<file path="src/rtl/adc_ctrl_defs.vh">
`ifndef ADC_CTRL_DEFS_VH
`define ADC_CTRL_DEFS_VH

// Serial configuration word
`define CFG_WIDTH 16
`define CFG_BITS_SEEN 5'h10
`define CFG_DONE 5'h11
`define CFG_GAIN_A_LSB 0
`define CFG_GAIN_B_LSB 5
`define CFG_GAIN_WIDTH 5
`define CFG_SINGLE_BUS_BIT 11
`define CFG_CLK_RATE_BIT 12
`define CFG_TWOS_BIT 13
`define CFG_RESET 16'h0000

// Pipeline latency in input clock cycles
`define LAT_DUAL_80 4'h8
`define LAT_DUAL_40 4'h4
`define LAT_SINGLE_A 4'h8
`define LAT_SINGLE_B 4'h9

// Gain takes effect on this many sample ticks after a write
`define GAIN_SYNC_TICKS 2'h2

// Bus register byte offsets
`define REG_CONFIG 4'h0
`define REG_STATUS 4'h4

// Status register fields
`define STAT_VREF_OFF 0
`define STAT_SLEEP 1
`define STAT_CLK_RATE 2
`define STAT_SINGLE_BUS 3
`define STAT_INCOMPLETE 4
`define STAT_GAIN_PEND 5

`endif

</file>
<file path="src/rtl/sample_delay_line.v">
`timescale 1ns/1ps
`default_nettype none

// Shift memory of captured sample pairs with two registered read taps
module sample_delay_line #(
	parameter WIDTH = 21,
	parameter DEPTH = 16,
	parameter AW = 4
) (
	// Clock and reset
	input wire i_clk_sys,
	input wire i_rst,
	// Write side
	input wire i_shift,
	input wire [WIDTH-1:0] i_din,
	// Read taps
	input wire [AW-1:0] i_tap_a,
	input wire [AW-1:0] i_tap_b,
	output reg [WIDTH-1:0] o_tap_a,
	output reg [WIDTH-1:0] o_tap_b
);

reg [WIDTH-1:0] mem [0:DEPTH-1];
integer k;

// Cleared on reset so stale valid flags never reach the bus
always @(posedge i_clk_sys) begin
	if (i_rst) begin
		for (k = 0; k < DEPTH; k = k + 1) begin
			mem[k] <= {WIDTH{1'b0}};
		end
	end else if (i_shift) begin
		mem[0] <= i_din;
		for (k = 1; k < DEPTH; k = k + 1) begin
			mem[k] <= mem[k-1];
		end
	end
end

// Read data from a register
always @(posedge i_clk_sys) begin
	if (i_rst) begin
		o_tap_a <= {WIDTH{1'b0}};
		o_tap_b <= {WIDTH{1'b0}};
	end else begin
		o_tap_a <= mem[i_tap_a];
		o_tap_b <= mem[i_tap_b];
	end
end

endmodule

`default_nettype wire

</file>
<file path="src/rtl/dual_adc_output_timing_control.v">
// The implementer's own choices: the placing of the registers and the Avalon-MM interface to the registers.
`timescale 1ns/1ps
`default_nettype none
`include "adc_ctrl_defs.vh"

module dual_adc_output_timing_control #(
	parameter DATA_W = 10
) (
	// System clock and reset
	input wire i_clk_sys,
	input wire i_rst,
	// Control pins
	input wire i_sample_clk,
	input wire i_sleep_pin,
	input wire i_internal_vref_off,
	input wire i_output_enable_n,
	// Serial configuration port
	input wire i_serial_clk,
	input wire i_serial_select_n,
	input wire i_config_serial_input,
	// Converter core results
	input wire [DATA_W-1:0] i_chan_a_word,
	input wire [DATA_W-1:0] i_chan_b_word,
	// Avalon-MM slave
	input wire [3:0] i_avs_address,
	input wire i_avs_read,
	input wire i_avs_write,
	input wire [31:0] i_avs_writedata,
	output reg [31:0] o_avs_readdata,
	output reg o_avs_waitrequest,
	// Primary and secondary output buses
	output reg [DATA_W-1:0] o_primary_output_bus,
	output reg o_primary_output_bus_oe,
	output reg [DATA_W-1:0] o_secondary_output_bus,
	output reg o_secondary_output_bus_oe,
	// Output latch clock pair
	output reg o_output_latch_clock,
	output reg o_output_latch_clock_n,
	output reg o_output_latch_clock_oe,
	// Core controls
	output reg o_internal_sample_clock,
	output reg o_sample_strobe,
	output reg o_powered_down,
	output reg o_vref_disable,
	output reg o_twos_complement,
	output reg [4:0] o_gain_a,
	output reg [4:0] o_gain_b
);

localparam WORD_W = 2 * DATA_W + 1;

// Two-stage synchronisers plus a third stage for edge detection
reg [2:0] clk_sync_reg;
reg [2:0] sclk_sync_reg;
reg [2:0] ssel_sync_reg;
reg [1:0] sdi_sync_reg;
reg [1:0] sleep_sync_reg;
reg [1:0] vref_sync_reg;
reg [1:0] oen_sync_reg;

always @(posedge i_clk_sys) begin
	if (i_rst) begin
		clk_sync_reg <= 3'h0;
		sclk_sync_reg <= 3'h0;
		ssel_sync_reg <= 3'h7;
		sdi_sync_reg <= 2'h0;
		sleep_sync_reg <= 2'h0;
		vref_sync_reg <= 2'h0;
		oen_sync_reg <= 2'h3;
	end else begin
		clk_sync_reg <= {clk_sync_reg[1:0], i_sample_clk};
		sclk_sync_reg <= {sclk_sync_reg[1:0], i_serial_clk};
		ssel_sync_reg <= {ssel_sync_reg[1:0], i_serial_select_n};
		sdi_sync_reg <= {sdi_sync_reg[0], i_config_serial_input};
		sleep_sync_reg <= {sleep_sync_reg[0], i_sleep_pin};
		vref_sync_reg <= {vref_sync_reg[0], i_internal_vref_off};
		oen_sync_reg <= {oen_sync_reg[0], i_output_enable_n};
	end
end

wire clk_level = clk_sync_reg[1];
wire clk_rise = clk_sync_reg[1] & ~clk_sync_reg[2];
wire sclk_fall = ~sclk_sync_reg[1] & sclk_sync_reg[2];
wire sclk_rise = sclk_sync_reg[1] & ~sclk_sync_reg[2];
wire ssel_rise = ssel_sync_reg[1] & ~ssel_sync_reg[2];
wire ssel_active = ~ssel_sync_reg[1];
wire sleep = sleep_sync_reg[1];

// Configuration state
reg [`CFG_WIDTH-1:0] cfg_reg;
reg [`CFG_WIDTH-1:0] shift_reg;
reg [4:0] bit_cnt_reg;
reg incomplete_reg;
reg [1:0] gain_wait_reg;
reg commit;
reg [`CFG_WIDTH-1:0] commit_word;
reg sample_tick;

wire clk_rate_sel = cfg_reg[`CFG_CLK_RATE_BIT];
wire single_bus = cfg_reg[`CFG_SINGLE_BUS_BIT];
wire bus_write = i_avs_write & ~o_avs_waitrequest;
wire bus_cfg_write = bus_write & (i_avs_address == `REG_CONFIG);

// Pick which source finishes a write this cycle
always @* begin
	commit = 1'b0;
	commit_word = shift_reg;
	if ((ssel_rise | (ssel_active & sclk_rise)) &&
	    bit_cnt_reg == `CFG_BITS_SEEN) begin
		commit = 1'b1;
	end else if (bus_cfg_write) begin
		commit = 1'b1;
		commit_word = i_avs_writedata[`CFG_WIDTH-1:0];
	end
end

// Serial shifter; bits beyond the sixteenth are ignored until select rises
always @(posedge i_clk_sys) begin
	if (i_rst) begin
		shift_reg <= `CFG_RESET;
		bit_cnt_reg <= 5'h0;
		incomplete_reg <= 1'b0;
		cfg_reg <= `CFG_RESET;
	end else begin
		if (commit) begin
			cfg_reg <= commit_word;
		end
		if (ssel_rise) begin
			bit_cnt_reg <= 5'h0;
			if (bit_cnt_reg < `CFG_BITS_SEEN) begin
				incomplete_reg <= 1'b1;
			end else begin
				incomplete_reg <= 1'b0;
			end
		end else if (commit && bit_cnt_reg == `CFG_BITS_SEEN) begin
			bit_cnt_reg <= `CFG_DONE;
			incomplete_reg <= 1'b0;
		end else if (ssel_active && sclk_fall &&
		             bit_cnt_reg < `CFG_BITS_SEEN) begin
			shift_reg <= {shift_reg[`CFG_WIDTH-2:0], sdi_sync_reg[1]};
			bit_cnt_reg <= bit_cnt_reg + 5'h1;
		end
	end
end

// Gain is held back to a sample boundary to avoid mid-sample steps
always @(posedge i_clk_sys) begin
	if (i_rst) begin
		gain_wait_reg <= 2'h0;
		o_gain_a <= 5'h0;
		o_gain_b <= 5'h0;
	end else if (commit) begin
		gain_wait_reg <= `GAIN_SYNC_TICKS;
	end else if (sample_tick && gain_wait_reg != 2'h0) begin
		gain_wait_reg <= gain_wait_reg - 2'h1;
		if (gain_wait_reg == 2'h1) begin
			o_gain_a <= cfg_reg[`CFG_GAIN_A_LSB +: `CFG_GAIN_WIDTH];
			o_gain_b <= cfg_reg[`CFG_GAIN_B_LSB +: `CFG_GAIN_WIDTH];
		end
	end
end

// Sample pacing from input clock edges
reg phase_reg;
wire every_edge = clk_rate_sel & ~single_bus;

always @* begin
	sample_tick = clk_rise & (every_edge | ~phase_reg) & ~sleep;
end

always @(posedge i_clk_sys) begin
	if (i_rst) begin
		phase_reg <= 1'b0;
	end else if (clk_rise) begin
		phase_reg <= every_edge ? 1'b0 : ~phase_reg;
	end
end

// Latency taps per arrangement
reg [3:0] tap_a;
reg [3:0] tap_b;

always @* begin
	if (single_bus) begin
		tap_a = `LAT_SINGLE_A;
		tap_b = `LAT_SINGLE_B;
	end else if (clk_rate_sel) begin
		tap_a = `LAT_DUAL_40;
		tap_b = `LAT_DUAL_40;
	end else begin
		tap_a = `LAT_DUAL_80;
		tap_b = `LAT_DUAL_80;
	end
end

wire [WORD_W-1:0] tap_a_word;
wire [WORD_W-1:0] tap_b_word;

// Delay line shifts once per input clock rising edge
sample_delay_line #(
	.WIDTH(WORD_W),
	.DEPTH(16),
	.AW(4)
) u_delay (
	.i_clk_sys(i_clk_sys),
	.i_rst(i_rst),
	.i_shift(clk_rise),
	.i_din({sample_tick, i_chan_b_word, i_chan_a_word}),
	.i_tap_a(tap_a),
	.i_tap_b(tap_b),
	.o_tap_a(tap_a_word),
	.o_tap_b(tap_b_word)
);

// Output coding: offset binary or two's complement
function [DATA_W-1:0] fmt;
	input [DATA_W-1:0] w;
	input twos;
	begin
		fmt = {w[DATA_W-1] ^ twos, w[DATA_W-2:0]};
	end
endfunction

// Tap register holds the shifted word two cycles after the shift;
// one stage less would present every word an input clock late
reg [1:0] rise_d_reg;

always @(posedge i_clk_sys) begin
	if (i_rst) begin
		rise_d_reg <= 2'h0;
	end else begin
		rise_d_reg <= {rise_d_reg[0], clk_rise};
	end
end

// Output data update at input clock edges
always @(posedge i_clk_sys) begin
	if (i_rst) begin
		o_primary_output_bus <= {DATA_W{1'b0}};
		o_secondary_output_bus <= {DATA_W{1'b0}};
	end else if (rise_d_reg[1]) begin
		if (single_bus) begin
			if (tap_a_word[WORD_W-1]) begin
				o_primary_output_bus <=
					fmt(tap_a_word[DATA_W-1:0], o_twos_complement);
			end else if (tap_b_word[WORD_W-1]) begin
				o_primary_output_bus <=
					fmt(tap_b_word[2*DATA_W-1:DATA_W], o_twos_complement);
			end
		end else begin
			if (tap_a_word[WORD_W-1]) begin
				o_primary_output_bus <=
					fmt(tap_a_word[DATA_W-1:0], o_twos_complement);
				o_secondary_output_bus <=
					fmt(tap_b_word[2*DATA_W-1:DATA_W], o_twos_complement);
			end
		end
	end
end

// Drive enables; limited by synchroniser delay, not by the pad
always @(posedge i_clk_sys) begin
	if (i_rst) begin
		o_primary_output_bus_oe <= 1'b0;
		o_secondary_output_bus_oe <= 1'b0;
		o_output_latch_clock_oe <= 1'b0;
		o_powered_down <= 1'b0;
		o_vref_disable <= 1'b0;
	end else begin
		o_primary_output_bus_oe <= ~oen_sync_reg[1] & ~sleep;
		o_secondary_output_bus_oe <= ~oen_sync_reg[1] & ~sleep & ~single_bus;
		o_output_latch_clock_oe <= ~oen_sync_reg[1] & ~sleep;
		o_powered_down <= sleep;
		o_vref_disable <= vref_sync_reg[1];
	end
end

// Internal and latch clocks
always @(posedge i_clk_sys) begin
	if (i_rst) begin
		o_internal_sample_clock <= 1'b0;
		o_output_latch_clock <= 1'b0;
		o_output_latch_clock_n <= 1'b1;
		o_sample_strobe <= 1'b0;
		o_twos_complement <= 1'b0;
	end else begin
		o_internal_sample_clock <= every_edge ? clk_level : ~phase_reg;
		if (single_bus && clk_rate_sel) begin
			o_output_latch_clock <= clk_level;
			o_output_latch_clock_n <= ~clk_level;
		end else begin
			o_output_latch_clock <= every_edge ? clk_level : ~phase_reg;
			o_output_latch_clock_n <= every_edge ? ~clk_level : phase_reg;
		end
		o_sample_strobe <= sample_tick;
		o_twos_complement <= cfg_reg[`CFG_TWOS_BIT];
	end
end

// Avalon slave: one wait cycle, then the answer
always @(posedge i_clk_sys) begin
	if (i_rst) begin
		o_avs_waitrequest <= 1'b1;
		o_avs_readdata <= 32'h0;
	end else if ((i_avs_read | i_avs_write) && o_avs_waitrequest) begin
		o_avs_waitrequest <= 1'b0;
		case (i_avs_address)
			`REG_CONFIG: o_avs_readdata <= {16'h0, cfg_reg};
			`REG_STATUS: o_avs_readdata <= {26'h0,
				gain_wait_reg != 2'h0, incomplete_reg, single_bus,
				clk_rate_sel, sleep, vref_sync_reg[1]};
			default: o_avs_readdata <= 32'h0;
		endcase
	end else begin
		o_avs_waitrequest <= 1'b1;
	end
end

endmodule

`default_nettype wire

</file>
<file path="config.mk">
export PLATFORM = sky130hd
export DESIGN_NAME = dual_adc_output_timing_control
export DESIGN_NICKNAME = d
export VERILOG_FILES = /design/src/rtl/sample_delay_line.v /design/src/rtl/dual_adc_output_timing_control.v
export VERILOG_INCLUDE_DIRS = /design/src /design/src/rtl
export SDC_FILE = /design/constraint.sdc
export NUM_CORES = 1
export LEC_CHECK = 0
export BUFFER_PORTS_ARGS = -buffer_cell sky130_fd_sc_hd__buf_2
export CORE_MARGIN = 2
export CORE_UTILIZATION = 50
export CTS_BUF_LIST = sky130_fd_sc_hd__clkbuf_4 sky130_fd_sc_hd__clkbuf_8
export DETAILED_ROUTE_END_ITERATION = 10
export PLACE_DENSITY = 0.73
export SLEW_MARGIN = 0
export SYNTH_ARGS = -nofsm -noshare
export SYNTH_HDL_FRONTEND = slang
export SYNTH_HIERARCHICAL = 1
export SYNTH_SLANG_ARGS = --single-unit
export TNS_END_PERCENT = 50
</file>
<file path="constraint.sdc">
create_clock -name i_clk_sys -period 10.54 [get_ports i_clk_sys]
set_clock_uncertainty 0.1 [all_clocks]
set_input_delay 3.162 -clock i_clk_sys [delete_from_list [all_inputs] [get_ports i_clk_sys]]
set_output_delay 3.162 -clock i_clk_sys [all_outputs]
set_load 0.005 [all_outputs]
</file>
==> impl_metrics.tcl, run 1 <==
set metrics [dict create \
    die_area_mm2 0.0426 \
    fmaxAchievable_ghz 0.184 \
    busiest_layer "met2" \
    worst_pin_slew_ns 1.51 \
    final_common_cell "edfxtp_1" \
    instances_no_fill 2186 \
    routedWlPerCell_um 17.8 \
    grt_pass1_vias 11272 \
    regMostFlops "u_delay/mem" \
    slowest_stage "or2_4" \
    power_mw 3.89 \
    syn_area_mm2 0.0205 \
    ant_nets 0 \
    gr-usage-met1 0.262 \
    grt_use_total 0.183 \
    overflow 0 \
    violations "slew limit" \
    core-area_mm2 0.0406 \
    avgSynthCellArea_um2 13.4 \
    h-tree-depth 3 \
    ir_worst_vdd_mv 0.0825 \
    syn_to_final_growth_pct 10.2 \
    post-cts-setup-buffer-count 0 \
    wirelength_mm 38.8 \
    dp_slack_ns 4.47 \
    crit_path_cell_trace "buf_6 -> or2_4 -> buf_4" \
    dr.pass1.iters 5 \
    mostFrequentLayoutCells "336 x edfxtp_1, 211 x and2_1, 150 x nor2b_1" \
    hold_buffers 0 \
    io_pins 140 \
    reg2reg_setup_slack_ns 7.39 \
    cts.clk_slew.worst_paths_ns 0.06 \
    gp_congestion 0.804 \
    reg2reg_to "u_delay/o_tap_b[19]" \
    nets 1666 \
    cts_tree "yes" \
    die_x_um 206 \
    worstSetupPathType "in -> reg" \
    grt_start_max_net_pins 177 \
    hp-class "reg -> reg" \
    routed_via_density 5.35 \
    hpwlAfterDp_mm 23.2 \
    required_ns 10.66 \
    tns_ns 0 \
    rsz0062_at_grt "false" \
    status "complete, but fails checks" \
    critPathLaunchType "input port" \
    synth-warning-count 6 \
    grt_use_met2 0.282 \
    start_util 0.504 \
    critical_path_arrival_ns 5.56 \
    power_density_mw_per_mm2 172 \
    io_buffers 107 \
    root_buffer "clkbuf_8" \
    worstHoldStart "clk_sync_reg[2]" \
    drc 0 \
    n_antenna_cell 0 \
    grt_pass1_wl_mm 61.3 \
    cts.sinks 474 \
    dp_cells 2049 \
    die_h_um 206 \
    cp-end-kind "flip-flop" \
    worstHoldEndpoint "rise_d_reg[0]" \
    numCtsBuffers 76 \
    drv_cap 0 \
    antenna_found_initial 0 \
    setup_viol 0 \
    timing.slew.headroom -0.00835 \
    cts_resized 0 \
    drv_slew 18 \
    met3_usage 0.0410 \
    p_leak_nw 8.74 \
    vias 11685 \
    finalHoldViolCount 0 \
    slowest_delay_ns 0.98 \
    path_max_fanout 81 \
    num_rows 74 \
    reg2reg_from "cfg_reg[11]" \
    setup_ws_ns 5.10 \
    drtIter0Drc 1078 \
    min_period_ns 5.44 \
    syn_inst 1525 \
    layout-drive-gt1-share 0.195 \
    cts_max_path_buffers 3 \
    whs_path_depth 1 \
    clkLatencyLatePin_ns 0.62 \
    fin_util 0.555 \
    timing.final.crit_share 0.516 \
    largest_reg_flops 336 \
    rr_worst_depth 6 \
]
worst max path at each step:
stage          startpoint                  to  slack, ns  cells past startpoint
2_1_floorplan       i_rst   u_delay/mem[0][0]       2.09                      3
3_3_place_gp        i_rst  u_delay/mem[0][19]       4.54                      3
3_5_place_dp        i_rst  u_delay/mem[0][19]       4.47                      3
4_1_cts             i_rst  u_delay/mem[3][19]       5.14                      3
5_1_grt             i_rst  u_delay/mem[6][16]       4.92                      3
6_report            i_rst  u_delay/mem[3][19]       5.10                      3
metrics by stage:
| step | hold slack (ns) | cell area (um^2) |
|---|---|---|
| 6_report | 0.296 | 22600 |
| 5_1_grt | 0.319 | 22600 |
| 4_1_cts | 0.301 | 22600 |
| 3_5_place_dp | 0.305 | 21000 |
| 3_3_place_gp | 0.300 | 21000 |
| 2_1_floorplan | 0.283 | 20600 |
layer usage:
layer	vias to the layer above	wire length (um)
met1	5786	18100
met2	318	17800
met5	-	0
met4	0	594
met3	54	2360
li1	5527	-
worst max-delay path, delay by kind of cell:
family                 cells  cell delay, ns
AND/OR/NAND/NOR            1            0.98
buffers and inverters      2            1.31
power breakdown:
part | leakage (nW) | switching [mW] | total, mW | internal, mW
logic | 3.31 | 0.118 | 0.199 | 0.0810
registers | 4.63 | 0.0452 | 2.14 | 2.10
clock network | 0.801 | 0.689 | 1.55 | 0.859
final cells by class:
| class | instances | area [um^2] |
|---|---|---|
| clock buffer | 114 | 1380 |
| multi-input combinational | 913 | 6830 |
| sequential | 474 | 12900 |
| inverter | 8 | 30.0 |
| tap | 532 | 666 |
| timing repair buffer | 122 | 667 |
| fill | 3306 | 18100 |
| clock inverter | 23 | 123 |
Power figures use the tool's default switching activity.
==> run 2: changes to the inputs <==
==> constraint.sdc (replaced) <==
create_clock -name i_clk_sys -period 5.5 [get_ports i_clk_sys]
set_clock_uncertainty 0.1 [all_clocks]
set_input_delay 1.65 -clock i_clk_sys [delete_from_list [all_inputs] [get_ports i_clk_sys]]
set_output_delay 1.65 -clock i_clk_sys [all_outputs]
set_load 0.005 [all_outputs]
==> impl_metrics.tcl, run 2 (synthesis gave the netlist of run 1 again) <==
set metrics [dict create \
    status "complete, no violations" \
    antenna_found_initial 0 \
    power_mw 7.57 \
    met3_length_mm 2.22 \
    regMostFlops "u_delay/mem" \
    cp-end-kind "flip-flop" \
    grt_pass1_vias 11399 \
    reg2reg_to "u_delay/o_tap_a[1]" \
    critPathLaunchType "input port" \
    die_x_um 206 \
    routed_via_density 5.30 \
    drc 0 \
    setup_viol 0 \
    io_buffers 107 \
    cts_resized 0 \
    grt_pass1_wl_mm 61.2 \
    wirelength_mm 38.9 \
    root_buffer "clkbuf_8" \
    required_ns 5.87 \
    tns_ns 0 \
    p_leak_nw 8.80 \
    core-area_mm2 0.0406 \
    dpl_cell_area_mm2 0.0211 \
    cts_tree "yes" \
    num_rows 74 \
    final_common_cell "edfxtp_1" \
    gp_congestion 0.799 \
    drv_cap 0 \
    cts.sinks 474 \
    worstHoldStart "clk_sync_reg[2]" \
    worstSetupPathType "in -> reg" \
    ant_nets 0 \
    numCtsBuffers 77 \
    path_max_fanout 106 \
    vias 11626 \
    largest_reg_flops 336 \
    rsz0062_at_grt "false" \
    hpwlAfterDp_mm 23.2 \
    routedWlPerCell_um 17.7 \
    worst_pin_slew_ns 1.44 \
    reg2reg_setup_slack_ns 2.32 \
    syn_to_final_growth_pct 10.8 \
    dr.max_layer_used "met4" \
    die_h_um 206 \
    io_pins 140 \
    h-tree-depth 3 \
    rr_worst_depth 7 \
    min_period_ns 3.55 \
    cts.clk_slew.worst_paths_ns 0.06 \
    hold_buffers 0 \
    post-cts-setup-buffer-count 0 \
    ir_worst_vdd_mv 0.155 \
    nets 1668 \
    worstHoldEndpoint "rise_d_reg[0]" \
    met1_length_mm 18.4 \
    die_area_mm2 0.0426 \
    fmaxAchievable_ghz 0.282 \
    start_util 0.504 \
    drv_slew 0 \
    grt_start_max_net_pins 107 \
    mostFrequentLayoutCells "336 x edfxtp_1, 211 x and2_1, 150 x nor2b_1" \
    hp-class "reg -> reg" \
    clkLatencyLatePin_ns 0.63 \
    wl_met2_mm 17.1 \
    overflow 0 \
    finalHoldViolCount 0 \
    drtIter0Drc 1005 \
    cts_max_path_buffers 3 \
    layout-drive-gt1-share 0.201 \
    final_area_mm2 0.0227 \
    grt_use_total 0.184 \
    timing.final.crit_share 0.645 \
    critical_path_arrival_ns 3.92 \
    dr.pass1.iters 8 \
    timing.slew.headroom 0.0402 \
    whs_path_depth 1 \
    reg2reg_from "cfg_reg[11]" \
    power_density_mw_per_mm2 334 \
]
run 2: final cells by class:
class	count	area (um^2)
diodes	1	2.50
clock buffers	120	1470
clock inverters	21	124
fillers	3285	18000
inverters	8	30.0
multi-input cells	913	6830
flip-flops and latches	474	12900
well taps	532	666
repair buffers	123	699
run 2: critical path, stage by stage:
cell and delay (ns):
buf_6 0.27, nor2b_4 0.25, buf_4 0.61, buf_4 0.76, and2_1 0.25
run 2: worst max path at each step:
| stage | from | to | slack (ns) | cells past startpoint |
|---|---|---|---|---|
| floorplan | i_rst | u_delay/mem[0][0] | 0.25 | 3 |
| global placement | i_rst | u_delay/mem[0][13] | 1.35 | 5 |
| detailed placement | i_rst | u_delay/mem[0][13] | 1.27 | 5 |
| CTS | i_rst | u_delay/mem[0][13] | 1.94 | 5 |
| global route | i_rst | u_delay/mem[0][13] | 1.72 | 5 |
| finish | i_rst | u_delay/mem[0][13] | 1.95 | 5 |
run 2: metal layers:
metal  vias up  track usage
met5         -            0
met4         0       0.0791
met3        70       0.0416
met2       311        0.275
met1      5694        0.260
li1       5551            -
run 2: metrics by stage:
stage	std cells	hold WS, ns	utilization	setup slack [ns]
floorplan	1547	0.283	-	0.254
global placement	2050	0.298	0.519	1.35
detailed placement	2050	0.302	0.519	1.27
CTS	2191	0.304	0.558	1.94
global route	2191	0.318	0.558	1.72
finish	2192	0.301	0.558	1.95
run 2: report_power, final:
group / total, mW / switching (mW) / internal [mW]
combinational: 0.383 / 0.225 / 0.159
clock: 3.08 / 1.37 / 1.71
sequential: 4.10 / 0.0887 / 4.01
